===== src/hw/acs_pkg.sv =====
// constants, field layouts and mode codes for the conversion sequencer
// assumes a single 50 MHz system clock and an APB register port
// Operation
// - internal sync: convert pulse starts conversion timing
// - wait 4.5 us settling before conversion
// - external sync: hold off until sync pulse
// - gain bits 00..11 give 1,2,4,8
// - interrupt forces sync flop to internal
// - each external pulse converts again while external
// - result is twelve bits plus sign
// - conversion complete after about 35 us
// - sequential: complete enables next convert pulse
// - complete also resets sample and hold
// - upper two channel bits pick multiplexer
// - lower five channel bits pick input
// - up to 128 channels over four multiplexers
// - data strobe drives result onto bus
// - read status drives channel and flags
// - trap address driven complemented onto lines
// - read request drives word count address 26
// - random write drives word count address 24
// - random: load starts; sequential: first from delayed
// - program mode: convert instruction delayed 1 us
package acs_pkg;

  // timing, figures in ns as printed, cycles derived from the clock
  localparam int unsigned CLK_MHZ = 50;
  localparam int unsigned SETTLE_NS = 4500;
  localparam int unsigned CONV_NS = 35000;
  localparam int unsigned DEL_NS = 1000;
  localparam int unsigned SETTLE_CYC = (SETTLE_NS * CLK_MHZ + 999) / 1000;
  localparam int unsigned CONV_CYC = (CONV_NS * CLK_MHZ) / 1000;
  localparam int unsigned DEL_CYC = (DEL_NS * CLK_MHZ + 999) / 1000;
  localparam int CNT_W = 11;

  // apb map, byte addresses
  localparam int ADDR_W = 12;
  localparam logic [11:0] OFF_CTRL = 12'h000;
  localparam logic [11:0] OFF_STATUS_WORD = 12'h004;
  localparam logic [11:0] OFF_RESULT = 12'h008;
  localparam logic [11:0] OFF_STATE = 12'h00C;

  // control register fields
  localparam int CTRL_MODE_LSB = 0;
  localparam int CTRL_SYNC_POS = 2;
  localparam logic [1:0] CTRL_MODE_RST = 2'h0;

  // status word fields: channel address then gain
  localparam int CHAN_W = 7;
  localparam int SW_CHAN_LSB = 0;
  localparam int CHAN_GROUP_HIGH_POS = 6;
  localparam int CHAN_GROUP_LOW_POS = 5;
  localparam int CHAN_BIT_FIVE_POS = 1;
  localparam int CHAN_BIT_SIX_POS = 0;
  localparam int GAIN_SEL_LOW_POS = 7;
  localparam int GAIN_SEL_HIGH_POS = 8;
  localparam logic [8:0] SW_RST = 9'h000;

  // result register fields
  localparam int RES_W = 13;
  localparam int RES_DONE_POS = 16;

  // state register fields
  localparam int ST_CHAN_LSB = 0;
  localparam int ST_GAIN_LSB = 7;
  localparam int ST_BUSY_POS = 9;
  localparam int ST_SYNC_POS = 10;
  localparam int ST_WC_POS = 11;
  localparam int ST_MEM_POS = 12;

  // host io bus, index = 17 - host bit number
  localparam int IO_W = 18;
  localparam int OSW_WC_IDX = 13;
  localparam int OSW_MEM_IDX = 12;
  localparam logic [5:0] TRAP_ADDR = 6'h2F;
  localparam logic [5:0] WC_DATA_ADDR = 6'h16;
  localparam logic [5:0] WC_STATUS_ADDR = 6'h14;

  // conversion start sources
  typedef enum logic [1:0] {MODE_PROG, MODE_RANDOM, MODE_SEQ} acs_mode_t;

endpackage : acs_pkg


===== src/hw/acs_top.sv =====
// conversion sequencer: sync choice, settle and convert timing, gain and
// channel decode, result capture and complemented host bus drivers
// assumes host instruction pulses come from logic on sys_clk; the external
// sync pin and converter data pins are asynchronous and are synchronised
//
// Added by the designer: the placing of the registers and the APB slave port.
module acs_top #(
  parameter int unsigned SETTLE_CYC = acs_pkg::SETTLE_CYC,
  parameter int unsigned CONV_CYC = acs_pkg::CONV_CYC,
  parameter int unsigned DEL_CYC = acs_pkg::DEL_CYC
) (
  input wire logic sys_clk,
  input wire logic rst,
  input wire logic [acs_pkg::ADDR_W-1:0] paddr,
  input wire logic psel,
  input wire logic penable,
  input wire logic pwrite,
  input wire logic [31:0] pwdata,
  output logic [31:0] prdata,
  output logic pready,
  output logic pslverr,
  input wire logic convert_instr,
  input wire logic read_status_instr,
  input wire logic priority_interrupt,
  input wire logic force_internal_sync_n,
  input wire logic data_strobe,
  input wire logic dch_read_req,
  input wire logic dch_write_req,
  input wire logic dch_flag,
  input wire logic wc_overflow,
  input wire logic mem_overflow,
  input wire logic ext_sync_pin,
  input wire logic [acs_pkg::RES_W-1:0] adc_data_pin,
  output logic [3:0] gain_sel,
  output logic [3:0] mux_en,
  output logic [31:0] chan_sel,
  output logic sync_source_select,
  output logic conv_start,
  output logic conv_done,
  output logic sh_reset,
  output logic busy,
  output logic [acs_pkg::IO_W-1:0] io_data_n,
  output logic [5:0] io_addr_n
);

  // refuse counts that the 11-bit counter cannot hold
  generate
    if (SETTLE_CYC < 1 || CONV_CYC < 2 || DEL_CYC < 1 || CONV_CYC >= 2048
        || SETTLE_CYC >= 2048 || DEL_CYC >= 2048)
    begin : g_bad_cnt
      $error("acs_top: timing counts out of range");
    end
  endgenerate

  localparam logic [10:0] SETTLE_LAST = 11'(SETTLE_CYC - 1);
  localparam logic [10:0] CONV_LAST = 11'(CONV_CYC - 1);
  localparam logic [10:0] DEL_LOAD = 11'(DEL_CYC);

  // one-hot decode shared by gain, group and channel selects
  function automatic logic [31:0] acs_onehot(input logic [4:0] idx);
    acs_onehot = 32'h1 << idx;
  endfunction : acs_onehot

  typedef enum logic [1:0] {ST_IDLE, ST_ARM, ST_SETTLE, ST_CONV} acs_state_t;

  acs_state_t state_r; // conversion sequencer state
  logic [10:0] cnt_r; // settle or convert countdown
  logic [10:0] del_r; // convert instruction delay countdown
  acs_pkg::acs_mode_t mode_r; // start source
  logic sync_ext_r; // sync-source flop, 1 = external
  logic [8:0] sw_r; // last loaded status word
  logic [acs_pkg::CHAN_W-1:0] act_chan_r; // channel held for this conversion
  logic [1:0] act_gain_r; // gain held for this conversion
  logic [acs_pkg::RES_W-1:0] result_r; // data buffer
  logic done_r; // sticky conversion complete flag
  logic conv_start_r; // one-cycle start of conversion
  logic conv_done_r; // one-cycle end of conversion
  logic sh_reset_r; // sample and hold reset pulse
  logic ext_q1; // external sync, first stage
  logic ext_q2; // external sync, second stage
  logic ext_q3; // delayed for edge detect
  logic [acs_pkg::RES_W-1:0] adc_q1; // converter data, first stage
  logic [acs_pkg::RES_W-1:0] adc_q2; // converter data, second stage
  logic [3:0] gain_sel_r;
  logic [3:0] mux_en_r;
  logic [31:0] chan_sel_r;
  logic [acs_pkg::IO_W-1:0] io_data_n_r;
  logic [5:0] io_addr_n_r;
  logic [31:0] prdata_r;

  logic ext_pulse; // rising edge of synchronised external sync
  logic del_fire; // delayed convert instruction
  logic load_evt; // status word written over apb
  logic cnv_pulse; // convert pulse from the selected source
  logic apb_setup; // first cycle of an apb transfer
  logic apb_wr; // write takes effect this edge
  logic apb_rd; // read completes this edge
  logic addr_ok; // address hits a register
  logic settle_end; // last settle cycle
  logic conv_end; // last conversion cycle
  logic [8:0] sw_src; // status word seen by a start; a load must convert the new word

  assign apb_setup = psel && !penable;
  assign apb_wr = psel && penable && pwrite;
  assign apb_rd = psel && penable && !pwrite;
  assign addr_ok = (paddr == acs_pkg::OFF_CTRL) || (paddr == acs_pkg::OFF_STATUS_WORD)
                   || (paddr == acs_pkg::OFF_RESULT) || (paddr == acs_pkg::OFF_STATE);
  assign load_evt = apb_wr && (paddr == acs_pkg::OFF_STATUS_WORD);
  assign sw_src = load_evt ? pwdata[8:0] : sw_r;
  assign ext_pulse = ext_q2 && !ext_q3;
  assign del_fire = (del_r == 11'h001);
  assign settle_end = (state_r == ST_SETTLE) && (cnt_r == 11'h000);
  assign conv_end = (state_r == ST_CONV) && (cnt_r == 11'h000);

  // convert pulse source follows the mode
  always_comb
  begin
    case (mode_r)
      acs_pkg::MODE_RANDOM: cnv_pulse = load_evt;
      acs_pkg::MODE_SEQ: cnv_pulse = del_fire
        || (conv_done_r && dch_flag && !wc_overflow && !mem_overflow);
      acs_pkg::MODE_PROG: cnv_pulse = del_fire;
      default: cnv_pulse = del_fire;
    endcase
  end

  // two-flop synchronisers for the asynchronous pins
  always_ff @(posedge sys_clk)
  begin
    if (rst)
    begin
      ext_q1 <= 1'b0;
      ext_q2 <= 1'b0;
      ext_q3 <= 1'b0;
      adc_q1 <= '0;
      adc_q2 <= '0;
    end
    else
    begin
      ext_q1 <= ext_sync_pin;
      ext_q2 <= ext_q1;
      ext_q3 <= ext_q2;
      adc_q1 <= adc_data_pin;
      adc_q2 <= adc_q1;
    end
  end

  // convert instruction delay; a new instruction while counting is ignored
  always_ff @(posedge sys_clk)
  begin
    if (rst)
      del_r <= 11'h000;
    else if (convert_instr && del_r == 11'h000)
      del_r <= DEL_LOAD;
    else if (del_r != 11'h000)
      del_r <= del_r - 11'h001;
  end

  // mode and status word registers written by software
  always_ff @(posedge sys_clk)
  begin
    if (rst)
    begin
      mode_r <= acs_pkg::acs_mode_t'(acs_pkg::CTRL_MODE_RST);
      sw_r <= acs_pkg::SW_RST;
    end
    else
    begin
      if (apb_wr && paddr == acs_pkg::OFF_CTRL)
        mode_r <= acs_pkg::acs_mode_t'(pwdata[acs_pkg::CTRL_MODE_LSB +: 2]);
      if (load_evt)
        sw_r <= pwdata[8:0];
    end
  end

  // sync-source flop; hardware forcing to internal beats a software write
  always_ff @(posedge sys_clk)
  begin
    if (rst)
      sync_ext_r <= 1'b0;
    else if (priority_interrupt || !force_internal_sync_n)
      sync_ext_r <= 1'b0;
    else if (apb_wr && paddr == acs_pkg::OFF_CTRL)
      sync_ext_r <= pwdata[acs_pkg::CTRL_SYNC_POS];
  end

  // sequencer: idle, arm for external sync, settle, convert
  always_ff @(posedge sys_clk)
  begin
    if (rst)
    begin
      state_r <= ST_IDLE;
      cnt_r <= 11'h000;
    end
    else
    begin
      case (state_r)
        ST_IDLE:
          if (cnv_pulse)
          begin
            // external sync only arms; internal starts timing at once
            state_r <= sync_ext_r ? ST_ARM : ST_SETTLE;
            cnt_r <= SETTLE_LAST;
          end
        ST_ARM:
          if (!sync_ext_r)
            state_r <= ST_IDLE; // forced internal: drop the armed start
          else if (ext_pulse)
          begin
            state_r <= ST_SETTLE;
            cnt_r <= SETTLE_LAST;
          end
        ST_SETTLE:
          if (cnt_r == 11'h000)
          begin
            state_r <= ST_CONV;
            cnt_r <= CONV_LAST;
          end
          else
            cnt_r <= cnt_r - 11'h001;
        ST_CONV:
          if (cnt_r == 11'h000)
            state_r <= sync_ext_r ? ST_ARM : ST_IDLE;
          else
            cnt_r <= cnt_r - 11'h001;
        default:
          state_r <= ST_IDLE;
      endcase
    end
  end

  // selections latched at the convert pulse and held until complete
  always_ff @(posedge sys_clk)
  begin
    if (rst)
    begin
      act_chan_r <= '0;
      act_gain_r <= 2'h0;
    end
    else if (state_r == ST_IDLE && cnv_pulse)
    begin
      act_chan_r <= sw_src[acs_pkg::SW_CHAN_LSB +: acs_pkg::CHAN_W];
      act_gain_r <= {sw_src[acs_pkg::GAIN_SEL_HIGH_POS], sw_src[acs_pkg::GAIN_SEL_LOW_POS]};
    end
  end

  // analog selects; the gain index is the power of two of the gain
  always_ff @(posedge sys_clk)
  begin
    if (rst)
    begin
      gain_sel_r <= 4'h1;
      mux_en_r <= 4'h1;
      chan_sel_r <= 32'h1;
    end
    else
    begin
      gain_sel_r <= 4'(acs_onehot({3'h0, act_gain_r}));
      mux_en_r <= 4'(acs_onehot({3'h0, act_chan_r[acs_pkg::CHAN_GROUP_HIGH_POS],
                                 act_chan_r[acs_pkg::CHAN_GROUP_LOW_POS]}));
      chan_sel_r <= acs_onehot(act_chan_r[4:0]);
    end
  end

  // conversion strobes, result buffer and sticky complete flag
  always_ff @(posedge sys_clk)
  begin
    if (rst)
    begin
      conv_start_r <= 1'b0;
      conv_done_r <= 1'b0;
      sh_reset_r <= 1'b0;
      result_r <= '0;
      done_r <= 1'b0;
    end
    else
    begin
      conv_start_r <= settle_end;
      conv_done_r <= conv_end;
      sh_reset_r <= conv_end;
      if (conv_end)
        result_r <= adc_q2;
      // a completion in the same cycle as the clearing read wins
      if (conv_end)
        done_r <= 1'b1;
      else if ((apb_rd && paddr == acs_pkg::OFF_RESULT) || convert_instr)
        done_r <= 1'b0;
    end
  end

  // host bus drivers; all lines released high when nothing is presented
  always_ff @(posedge sys_clk)
  begin
    if (rst)
    begin
      io_data_n_r <= '1;
      io_addr_n_r <= '1;
    end
    else
    begin
      if (data_strobe)
        io_data_n_r <= ~{{(acs_pkg::IO_W - acs_pkg::RES_W){result_r[acs_pkg::RES_W-1]}},
                         result_r};
      else if (read_status_instr)
      begin
        io_data_n_r <= '1;
        io_data_n_r[acs_pkg::OSW_WC_IDX] <= !wc_overflow;
        io_data_n_r[acs_pkg::OSW_MEM_IDX] <= !mem_overflow;
        io_data_n_r[acs_pkg::CHAN_W-1:0] <= ~act_chan_r;
      end
      else
        io_data_n_r <= '1;
      if (priority_interrupt)
        io_addr_n_r <= ~acs_pkg::TRAP_ADDR;
      else if (dch_read_req)
        io_addr_n_r <= ~acs_pkg::WC_DATA_ADDR;
      else if (dch_write_req && mode_r == acs_pkg::MODE_RANDOM)
        io_addr_n_r <= ~acs_pkg::WC_STATUS_ADDR;
      else
        io_addr_n_r <= '1;
    end
  end

  // apb read data registered in the setup cycle, so no wait states
  always_ff @(posedge sys_clk)
  begin
    if (rst)
      prdata_r <= 32'h0;
    else if (apb_setup && !pwrite)
    begin
      prdata_r <= 32'h0;
      case (paddr)
        acs_pkg::OFF_CTRL:
        begin
          prdata_r[acs_pkg::CTRL_MODE_LSB +: 2] <= mode_r;
          prdata_r[acs_pkg::CTRL_SYNC_POS] <= sync_ext_r;
        end
        acs_pkg::OFF_STATUS_WORD:
          prdata_r[8:0] <= sw_r;
        acs_pkg::OFF_RESULT:
        begin
          prdata_r[acs_pkg::RES_W-1:0] <= result_r;
          prdata_r[acs_pkg::RES_DONE_POS] <= done_r;
        end
        acs_pkg::OFF_STATE:
        begin
          prdata_r[acs_pkg::ST_CHAN_LSB +: acs_pkg::CHAN_W] <= act_chan_r;
          prdata_r[acs_pkg::ST_GAIN_LSB +: 2] <= act_gain_r;
          prdata_r[acs_pkg::ST_BUSY_POS] <= (state_r != ST_IDLE);
          prdata_r[acs_pkg::ST_SYNC_POS] <= sync_ext_r;
          prdata_r[acs_pkg::ST_WC_POS] <= wc_overflow;
          prdata_r[acs_pkg::ST_MEM_POS] <= mem_overflow;
        end
        default:
          prdata_r <= 32'h0;
      endcase
    end
  end

  assign prdata = prdata_r;
  assign pready = 1'b1;
  assign pslverr = psel && penable && !addr_ok;
  assign gain_sel = gain_sel_r;
  assign mux_en = mux_en_r;
  assign chan_sel = chan_sel_r;
  assign sync_source_select = sync_ext_r;
  assign conv_start = conv_start_r;
  assign conv_done = conv_done_r;
  assign sh_reset = sh_reset_r;
  assign busy = (state_r != ST_IDLE);
  assign io_data_n = io_data_n_r;
  assign io_addr_n = io_addr_n_r;

  // cycles spent in the current state before this one, for the timing checks
  logic [10:0] h_cnt;
  acs_state_t h_state;
  always_ff @(posedge sys_clk)
  begin
    if (rst)
    begin
      h_cnt <= 11'h000;
      h_state <= ST_IDLE;
    end
    else
    begin
      h_state <= state_r;
      h_cnt <= (state_r != h_state) ? 11'h001 : h_cnt + 11'h001;
    end
  end

  property p_settle_len;
    @(posedge sys_clk) disable iff (rst)
    settle_end |-> (h_cnt == SETTLE_LAST);
  endproperty
  a_settle_len: assert property (p_settle_len) else $error("settle length wrong");

  property p_conv_len;
    @(posedge sys_clk) disable iff (rst)
    conv_end |-> (h_cnt == CONV_LAST) ##1 conv_done;
  endproperty
  a_conv_len: assert property (p_conv_len) else $error("conversion length wrong");

  property p_ext_hold;
    @(posedge sys_clk) disable iff (rst)
    (state_r == ST_ARM && !ext_pulse) |=> (state_r != ST_SETTLE);
  endproperty
  a_ext_hold: assert property (p_ext_hold) else $error("started without sync");

  property p_force_int;
    @(posedge sys_clk) disable iff (rst)
    priority_interrupt |=> !sync_source_select;
  endproperty
  a_force_int: assert property (p_force_int) else $error("sync not forced");

  property p_gain8;
    @(posedge sys_clk) disable iff (rst)
    (act_gain_r == 2'h3) [*2] |-> (gain_sel == 4'h8);
  endproperty
  a_gain8: assert property (p_gain8) else $error("gain decode wrong");

  property p_sh_reset;
    @(posedge sys_clk) disable iff (rst)
    conv_done |-> sh_reset && (result_r == $past(adc_q2));
  endproperty
  a_sh_reset: assert property (p_sh_reset) else $error("sample reset missing");

  property p_hold_sel;
    @(posedge sys_clk) disable iff (rst)
    (state_r == ST_CONV) ##1 (state_r == ST_CONV) |-> $stable(act_chan_r) && $stable(act_gain_r);
  endproperty
  a_hold_sel: assert property (p_hold_sel) else $error("selection changed");

  property p_trap;
    @(posedge sys_clk) disable iff (rst)
    priority_interrupt |=> (io_addr_n == 6'h10);
  endproperty
  a_trap: assert property (p_trap) else $error("trap lines wrong");

  property p_del;
    @(posedge sys_clk) disable iff (rst)
    (convert_instr && del_r == 11'h000 && mode_r == acs_pkg::MODE_PROG
     && state_r == ST_IDLE && !sync_ext_r) |-> ##DEL_CYC cnv_pulse ##1 (state_r == ST_SETTLE);
  endproperty
  a_del: assert property (p_del) else $error("convert delay wrong");

  property p_strobe;
    @(posedge sys_clk) disable iff (rst)
    data_strobe |=> (io_data_n[acs_pkg::RES_W-1:0] == ~$past(result_r));
  endproperty
  a_strobe: assert property (p_strobe) else $error("data drive wrong");

endmodule : acs_top


===== config.mk =====
export PLATFORM = sky130hd
export DESIGN_NAME = acs_top
export DESIGN_NICKNAME = d
export VERILOG_FILES = /design/src/hw/acs_pkg.sv /design/src/hw/acs_top.sv
export SDC_FILE = /design/constraint.sdc
export NUM_CORES = 1
export LEC_CHECK = 0
export BUFFER_PORTS_ARGS = -buffer_cell sky130_fd_sc_hd__buf_4
export CORE_MARGIN = 1.5
export CORE_UTILIZATION = 40
export CTS_BUF_LIST = sky130_fd_sc_hd__clkbuf_8
export DETAILED_ROUTE_END_ITERATION = 10
export HOLD_SLACK_MARGIN = 0.12
export SETUP_SLACK_MARGIN = 0.2
export SYNTH_ARGS = -nofsm -noshare
export SYNTH_HDL_FRONTEND = slang
export SYNTH_SLANG_ARGS = --single-unit

===== constraint.sdc =====
create_clock -name sys_clk -period 2.8 [get_ports sys_clk]
set_clock_uncertainty 0.2 [all_clocks]
set_input_delay 0.14 -clock sys_clk [delete_from_list [all_inputs] [get_ports sys_clk]]
set_output_delay 0.14 -clock sys_clk [all_outputs]
set_load 0.05 [all_outputs]

==> results of run 1 <==
-- per-layer routing --
metal | GRT usage, % | part of all wire (%)
met4 | 7.87 | 1.9
met1 | 27.0 | 48
met3 | 4.24 | 4.1
met5 | 0 | 0
met2 | 30.4 | 46
-- logic make-up (layout without fill, tap and decap cells) --
logic type / count (synthesis) / in the layout
compound gates: 90 / 90
xor+xnor: 7 / 7
fa+ha+maj: 7 / 7
buf+inv: 70 / 252
flops: 163 / 163
mux: 36 / 36
other cells: 2 / 19
simple gates: 302 / 302
-- cell type report --
| cell class | count | area [µm²] | share of cell area [%] |
|---|---|---|---|
| timing repair buffer | 210 | 1720 | 20.2 |
| clock inverter | 15 | 215 | 2.53 |
| multi-input combinational | 461 | 2780 | 32.6 |
| clock buffer | 17 | 234 | 2.75 |
| tap | 211 | 264 | 3.10 |
| inverter | 10 | 41.3 | 0.485 |
| sequential | 163 | 3260 | 38.3 |
-- sequential cells by signal, summed over array words and instances (netlist names), 7 cells and up --
name,count
adc_q2,13
cnt_r,11
chan_sel,32
adc_q1,13
prdata,14
result_r,13
del_r,11
act_chan_r,7
io_data_n,15
sw_r,9
-- stage by stage --
step	hold WS [ns]	power [mW]	util [%]
after global routing	0.222	6.67	55.6
after floorplan	0.00194	3.88	-
final	0.138	6.32	55.6
after CTS	0.166	6.33	55.2
after global placement	0.150	4.33	48.8
after detailed placement	0.158	4.36	48.8
-- worst max-delay path by stage --
| stage | startpoint | to | slack, ns |
|---|---|---|---|
| 2_1_floorplan | mode_r[0]$_SDFFE_PP0P_ | state_r[1]$_SDFFE_PP0P_ | 0.35 |
| 3_3_place_gp | cnt_r[0]$_SDFFE_PP0P_ | cnt_r[3]$_SDFFE_PP0P_ | 0.30 |
| 3_5_place_dp | paddr[7] | act_chan_r[6]$_SDFFE_PP0P_ | 0.28 |
| 4_1_cts | paddr[10] | done_r$_SDFFE_PP0P_ | 0.24 |
| 5_1_grt | mode_r[0]$_SDFFE_PP0P_ | cnt_r[3]$_SDFFE_PP0P_ | 0.15 |
| 6_report | penable | prdata[5]$_SDFFE_PP0P_ | 0.25 |
-- layout by cell type, fill, tap and decap left out, types with 6 or more instances in the layout --
master         instances
mux2i_1               17
clkbuf_8              17
inv_1                 10
nand3b_1               6
nor3_1                21
conb_1                19
a21oi_1               38
a22oi_1                6
o21ai_0               17
nand3_1               14
ha_1                   7
buf_4                155
nor2_1                81
nand2_1               80
dlygate4sd3_1         54
nor2b_1               46
dfxtp_1              163
mux2_2                16
-- worst max-delay path, stage by stage --
cell           delay [ns]
dlygate4sd3_1        0.55
buf_4                0.15
nor3b_2              0.16
dlygate4sd3_1        0.57
buf_4                0.16
o211ai_1             0.18
nor2_1               0.15
a21oi_1              0.05
dlygate4sd3_1        0.55
nor2_1               0.08
-- report_power, final --
| group | leakage, nW | total [mW] | switching [mW] | internal [mW] |
|---|---|---|---|---|
| logic | 2.00 | 1.75 | 1.02 | 0.732 |
| registers | 1.32 | 2.65 | 0.169 | 2.48 |
| clock network | 0.233 | 1.92 | 0.917 | 1.00 |
-- timing repair --
item / in CTS / in global routing
hold endpoints to repair: 100 / 1
endpoints found under the setup margin: 0 / 19
buffers inserted: 0 / 4
hold buffers: 54 / 1
resized for setup: 0 / 7
==> flow_summary.yaml, run 1 <==
layout:
  diodes: 0
  syn_to_final_growth_pct: 34.8
  drive_above_1_share_pct: 25.9
  stdcell_count: 1087
  layout.nets: 943
  fillers: 1386
  postLayoutCellArea_um2: 8520
floorplan:
  die_area_um2: 16600
  initial_utilization_pct: 41.3
  fp.dieH_um: 129
  io_pins: 176
  die_w_um: 129
  num_rows: 45
  core_area_um2: 15300
synth:
  yosysUniqueCellTypes: 61
  syn_avg_cell_area_um2: 9.33
  synth_mux_area_share_pct: 6.62
  synth_area_um2: 6320
  synth-compound-area-share_pct: 9.13
  synth-seq-cells: 163
  async_reset_ff_share_pct: 0
  netlist_instances: 677
  synth-edff-count: 0
  ys_dominant_reg_cell: "dfxtp_1"
  synth_top_area_share_pct: 51.7
  ys_warn_count: 0
  synth_top_family_by_area: "simple AND/OR/NAND/NOR gates"
  synth-seq-area-share_pct: 51.7
  synth_fa_ha_area_share_pct: 1.39
  synth_most_common_cell: "dfxtp_1"
  synth_common_cells: "dfxtp_1, nor2_1, nand2_1"
  synth_top_cell_by_area: "dfxtp_1"
  synthXorXnorAreaFrac_pct: 0.970
  synthTopCellsByArea: "dfxtp_1, nor2_1, nand2_1, nor2b_1, buf_4"
  synth-simple-area-share_pct: 24.3
critical_path:
  end_kind: "register"
  worstReg2RegStart: "mode_r[0]$_SDFFE_PP0P_"
  timing.rr.end: "cnt_r[3]$_SDFFE_PP0P_"
  ff2ff_path_depth: 9
  arrival_ns: 2.74
  start_kind: "input port"
  reg2reg_slack_ns: 0.30
  crit_type: "input port to register"
  critPathRequiredTime_ns: 3.00
  cp_max_fo: 9
route:
  num_vias: 5315
  wl_per_cell_um: 14.6
  drc_errors: 0
  first_pass_iters: 5
  drtIter0Drc: 338
  ant_nets: 0
  routed_wirelength_mm: 15.9
  viasPerCell: 4.89
min_path:
  hold_class: "input port to register"
  holdCritStartpoint: "psel"
  holdPathEnd: "done_r$_SDFFE_PP0P_"
  holdPathStages: 5
cts:
  htreeDepth: 4
  cts_tree: "yes"
  clockBufferDepth: 2
  cts.sink_count: 163
  root_buffer: "clkbuf_8"
  insertion_delay_ns: 0.45
  cts_buffers: 17
  path_clk_slew_ns: 0.09
timing:
  fin_setup_tns_ns: 0
  post-route-period-util_pct: 90.9
  worst_slew_pin_slew_ns: 0.536
  setup_violations: 0
  maxSlewViolCount: 0
  max_clock_freq_mhz: 393
  setup_ws_ns: 0.255
  min_period_ns: 2.55
  slew-limit-headroom_pct: 64.2
  hold_viol_final: 0
  grt_setup_unrepaired: "true"
place:
  pre_cts_ws_ns: 0.276
  dp_hpwl_mm: 11.4
  gp_congestion: 0.833
  place_inst: 997
  placed_area_um2: 7470
  port_buffers: 133
outcome:
  status: "completed"
flow_run:
  drv_cap: 0
global_routing:
  grt_pass1_wl_mm: 25.2
  grt_max_degree: 38
  first_global_vias: 5005
  antenna_found_initial: 0
  track_usage_pct: 19.7
  grt_overflow: 0
pwr:
  p_leak_nw: 3.55
  p_per_area_nw_per_um2: 742
  peakVddDrop_mv: 0.306
(Power assumes the default switching activity.)
==> inputs of run 2 (changes only) <==
CORE_UTILIZATION = 45   (was 40)
PLACE_DENSITY = 0.7   (was unset)
==> run 2 against run 1 <==
  * Combinational power decreased by 3%
  * Worst setup slack improved by 0.054 ns
  * Register-to-register slack hardly changed
  * Via count fell by 2.7%
  * Sequential power barely moved
  * Critical endpoint is now cnt_r[1]$_SDFFE_PP0P_
  * Critical path depth fell by 2
  * Largest cell class unchanged
  * Critical path type is now register to register
  * Core utilization increased by 5.2 points
  * Clock power fell by 11%
==> flow_summary.yaml, run 2 (synthesized netlist as in run 1, its figures left out) <==
pwr:
  peakVddDrop_mv: 0.302
  p_per_area_nw_per_um2: 725
  p_leak_nw: 3.49
layout:
  drive_above_1_share_pct: 25.3
  diodes: 0
  syn_to_final_growth_pct: 32.6
  ff_latch_area_um2: 3260
  largest_register_ffs: 32
  final_common_cell: "dfxtp_1"
  final_cell_mix: "dfxtp_1, buf_4, nor2_1"
  multi_input_area_um2: 2780
  layout.nets: 936
  fillers: 1198
route:
  drtIter0Drc: 300
  wl_per_cell_um: 14.4
  first_pass_iters: 5
  ant_nets: 0
  num_vias: 5172
  routed_wirelength_mm: 15.1
  drc_errors: 0
  viasPerCell: 4.93
timing:
  hold_viol_final: 0
  grt_setup_unrepaired: "true"
  worst_slew_pin_slew_ns: 0.554
  setup_violations: 0
  fin_setup_tns_ns: 0
  maxSlewViolCount: 0
  setup_ws_ns: 0.309
  post-route-period-util_pct: 89.0
  max_clock_freq_mhz: 401
  min_period_ns: 2.49
  slew-limit-headroom_pct: 63.0
cts:
  clockBufferDepth: 2
  path_clk_slew_ns: 0.09
  root_buffer: "clkbuf_8"
  cts_tree: "yes"
  htreeDepth: 4
  cts_buffers: 17
  insertion_delay_ns: 0.45
  cts.sink_count: 163
place:
  port_buffers: 133
  pre_cts_ws_ns: 0.138
  dp_hpwl_mm: 10.6
  gp_congestion: 0.829
critical_path:
  crit_buf_inv: 3
  ff2ff_path_depth: 8
  crit_path_frequent_cell: "buf_4"
  cp_num_cells: 8
  start_kind: "register"
  critical_path.top_delay_family: "compound AO/OA/AOI/OAI gates"
  critPathSlowestCell: "a2111oi_2"
  slowest_delay_ns: 0.53
  cp_max_fo: 7
  end_kind: "register"
  arrival_ns: 2.64
  path_cells: "inv_1 -> ha_1 -> or3_1 -> a2111oi_2 -> a311oi_4 -> buf_4 -> buf_4 -> o31ai_1"
  crit_type: "register to register"
  critPathRequiredTime_ns: 2.95
floorplan:
  die_area_um2: 14800
  fp.dieH_um: 121
  die_w_um: 121
  num_rows: 43
  core_area_um2: 13800
  io_pins: 176
  initial_utilization_pct: 45.9
global_routing:
  grt_overflow: 0
  antenna_found_initial: 0
  grt_most_used_layer: "met2"
  met3_usage_pct: 4.75
  grt_pass1_wl_mm: 23.5
  globalRouteMet2Util_pct: 33.6
  first_global_vias: 4898
  grt_max_degree: 31
  met1_usage_pct: 26.0
  track_usage_pct: 20.4
min_path:
  holdPathStages: 7
  hold_class: "input port to register"
outcome:
  status: "completed"
flow_run:
  drv_cap: 0
-- run 2: changes by cell type in the layout (fill, tap and decap cells not counted), sizes merged --
cell,before,now
clkinv,2,6
inv,18,15
buf,156,152
bufinv,4,2
dlygate4sd3,54,51
clkbuf,17,18
-- run 2: worst paths after layout --
| path | startpoint | to | slack (ns) |
|---|---|---|---|
| max | mode_r[0]$_SDFFE_PP0P_ | cnt_r[1]$_SDFFE_PP0P_ | 0.31 |
| min | paddr[11] | sync_source_select$_SDFFE_PP0P_ | 0.22 |
| max reg2reg | mode_r[0]$_SDFFE_PP0P_ | cnt_r[1]$_SDFFE_PP0P_ | 0.31 |
| min reg2reg | ext_q1$_SDFF_PP0_ | ext_q2$_SDFF_PP0_ | 0.24 |
-- run 2: per-stage QoR --
step	hold slack [ns]	total power, mW	util, %	instance area, µm²	std cells
after CTS	0.0867	6.03	60.4	8320	1044
after global placement	0.151	4.24	53.7	7400	962
after global routing	0.236	6.40	60.8	8370	1049
after detailed placement	0.156	4.28	53.7	7400	962
after floorplan	0.00194	3.88	-	6380	694
final	0.222	6.07	60.8	8370	1049
-- run 2: power by group --
group	internal (mW)	switching (mW)	total, mW
Sequential	2.48	0.179	2.66
Combinational	0.714	0.985	1.70
Clock	0.830	0.879	1.71
-- run 2: tightest hold or removal path: stages --
cell and delay (ns):
buf_4 0.09, nor4_4 0.05, buf_4 0.13, nand3b_1 0.09, nor3_2 0.07, mux2i_1 0.16
nor4b_1 0.08
-- run 2: metal layers --
layer  wire length, µm  part of all wire [%]
met1              6810                    45
met2              7150                    47
met3               866                   5.7
met4               278                   1.8
met5                 0                     0
-- run 2: timing repair --
item,CTS,global route
pin swaps,0,3
hold buffers,50,2
endpoints found under the hold margin,98,2
resized for setup,2,3
endpoints found under the setup margin,3,10
buffers inserted,0,4
-- run 2: cell type report --
class / instances / area share [%]
multi-input cells: 461 / 33.2
flip-flops and latches: 163 / 39.0
clock inverters: 14 / 1.85
inverters: 10 / 0.448
well taps: 180 / 2.69
repair buffers: 203 / 19.9
clock buffers: 18 / 2.96
==> inputs of run 3 (changes only) <==
CORE_MARGIN = unset   (was 1.5)
==> run 3 against run 2 <==
  * Register-to-register slack improved by 0.05 ns
  * Non-clock buffer count increased by 13
  * Worst setup slack got worse by 0.042 ns
  * Wire length increased by 1.5%
  * Critical path depth unchanged
  * Sequential power about the same
  * Final cell count increased by 0.67%
  * Largest power group unchanged
  * Highest routed layer unchanged
==> flow_summary.yaml, run 3 (synthesized netlist as in run 1, its figures left out) <==
min_path:
  hold_class: "input port to register"
cts:
  htreeDepth: 4
  clockBufferDepth: 2
  root_buffer: "clkbuf_8"
  cts_buffers: 17
  insertion_delay_ns: 0.44
  path_clk_slew_ns: 0.08
  cts_tree: "yes"
  cts.sink_count: 163
critical_path:
  slowest_delay_ns: 0.62
  critPathRequiredTime_ns: 2.97
  crit_type: "input port to register"
  start_kind: "input port"
  path_cells: "buf_4 -> or4_4 -> nor4_4 -> buf_4 -> dlygate4sd3_1 -> nand3_1 -> a21oi_1 -> dlygate4sd3_1"
  arrival_ns: 2.71
  cp_max_fo: 7
  critPathSlowestCell: "dlygate4sd3_1"
  critical_path.top_delay_family: "buffers and inverters"
  crit_buf_inv: 4
  end_kind: "register"
place:
  dp_hpwl_mm: 10.9
  pre_cts_ws_ns: 0.235
  port_buffers: 133
  place_inst: 961
  gp_congestion: 0.846
  placed_area_um2: 7410
pwr:
  power_mw: 5.86
  p_per_area_nw_per_um2: 697
  p_leak_nw: 3.52
  peakVddDrop_mv: 0.377
route:
  first_pass_iters: 7
  wl_per_cell_um: 14.5
  drtIter0Drc: 351
  routed_wirelength_mm: 15.3
  num_vias: 5338
  drc_errors: 0
  ant_nets: 0
  viasPerCell: 5.05
timing:
  grt_setup_unrepaired: "true"
  maxSlewViolCount: 0
  setup_violations: 0
  hold_viol_final: 0
  fin_setup_tns_ns: 0
  timing.hold.ws_ns: 0.178
  setup_ws_ns: 0.267
  slew-limit-headroom_pct: 63.7
  max_clock_freq_mhz: 395
  post-route-period-util_pct: 90.5
  worst_slew_pin_slew_ns: 0.544
  min_period_ns: 2.53
layout:
  diodes: 0
  syn_to_final_growth_pct: 33.0
  layout.nets: 949
  postLayoutCellArea_um2: 8400
  final_cell_mix: "dfxtp_1, buf_4, nor2_1"
  drive_above_1_share_pct: 24.4
  ff_latch_area_um2: 3260
  fin_util_pct: 62.5
  largest_register_ffs: 32
  stdcell_count: 1056
  fillers: 1133
  final_common_cell: "dfxtp_1"
  multi_input_area_um2: 2750
global_routing:
  grt_max_degree: 47
  antenna_found_initial: 0
  track_usage_pct: 21.3
  first_global_vias: 5044
  grt_pass1_wl_mm: 24.2
  grt_overflow: 0
floorplan:
  num_rows: 42
  die_w_um: 120
  die_area_um2: 14500
  fp.dieH_um: 120
  core_area_um2: 13500
  io_pins: 176
  initial_utilization_pct: 47.0
flow_run:
  drv_cap: 0
outcome:
  status: "completed"
## run 3: path summary, 6_finish.rpt
kind	startpoint	endpoint	slack, ns	cells past startpoint
worst min register to register	adc_q1[0]$_SDFF_PP0_	adc_q2[0]$_SDFF_PP0_	0.23	1
worst max register to register	cnt_r[1]$_SDFFE_PP0P_	cnt_r[9]$_SDFFE_PP0P_	0.36	8
worst min-delay path	psel	prdata[6]$_SDFFE_PP0P_	0.18	4
worst max-delay path	paddr[7]	prdata[2]$_SDFFE_PP0P_	0.27	8
## run 3: cell type report
cell class              count  share of cell area, %
clock inverters            12                   1.15
multi-input cells         461                   32.8
repair buffers            216                   21.2
flip-flops and latches    163                   38.9
clock buffers              18                   2.95
well taps                 176                   2.62
inverters                  10                  0.447
## run 3: metal layers
metal  up-vias  track usage [%]  routed length (µm)  part of all wire (%)
li1       2635                -                   -                     -
met3        21             3.87                 800                   5.2
met1      2506             26.9                6770                    44
met2       176             36.0                7470                    49
met5         -                0                   0                     0
met4         0             8.02                 290                   1.9
## run 3: worst min-delay path, cell delays in order
cell and delay [ns]:
buf_4 0.12, or3b_2 0.34, a21oi_1 0.11, nor2_1 0.07
## run 3: what timing repair did
item,in CTS,in global routing
endpoints found under the hold margin,124,0
setup buffers,0,1
hold buffers,64,0
setup endpoints to repair,0,8
resized for setup,0,2
## run 3: where the power goes
part           total, mW  switching [mW]  internal [mW]
sequential          2.66           0.172           2.48
clock               1.51           0.801          0.704
combinational       1.70           0.990          0.707
total               5.86            1.96           3.90
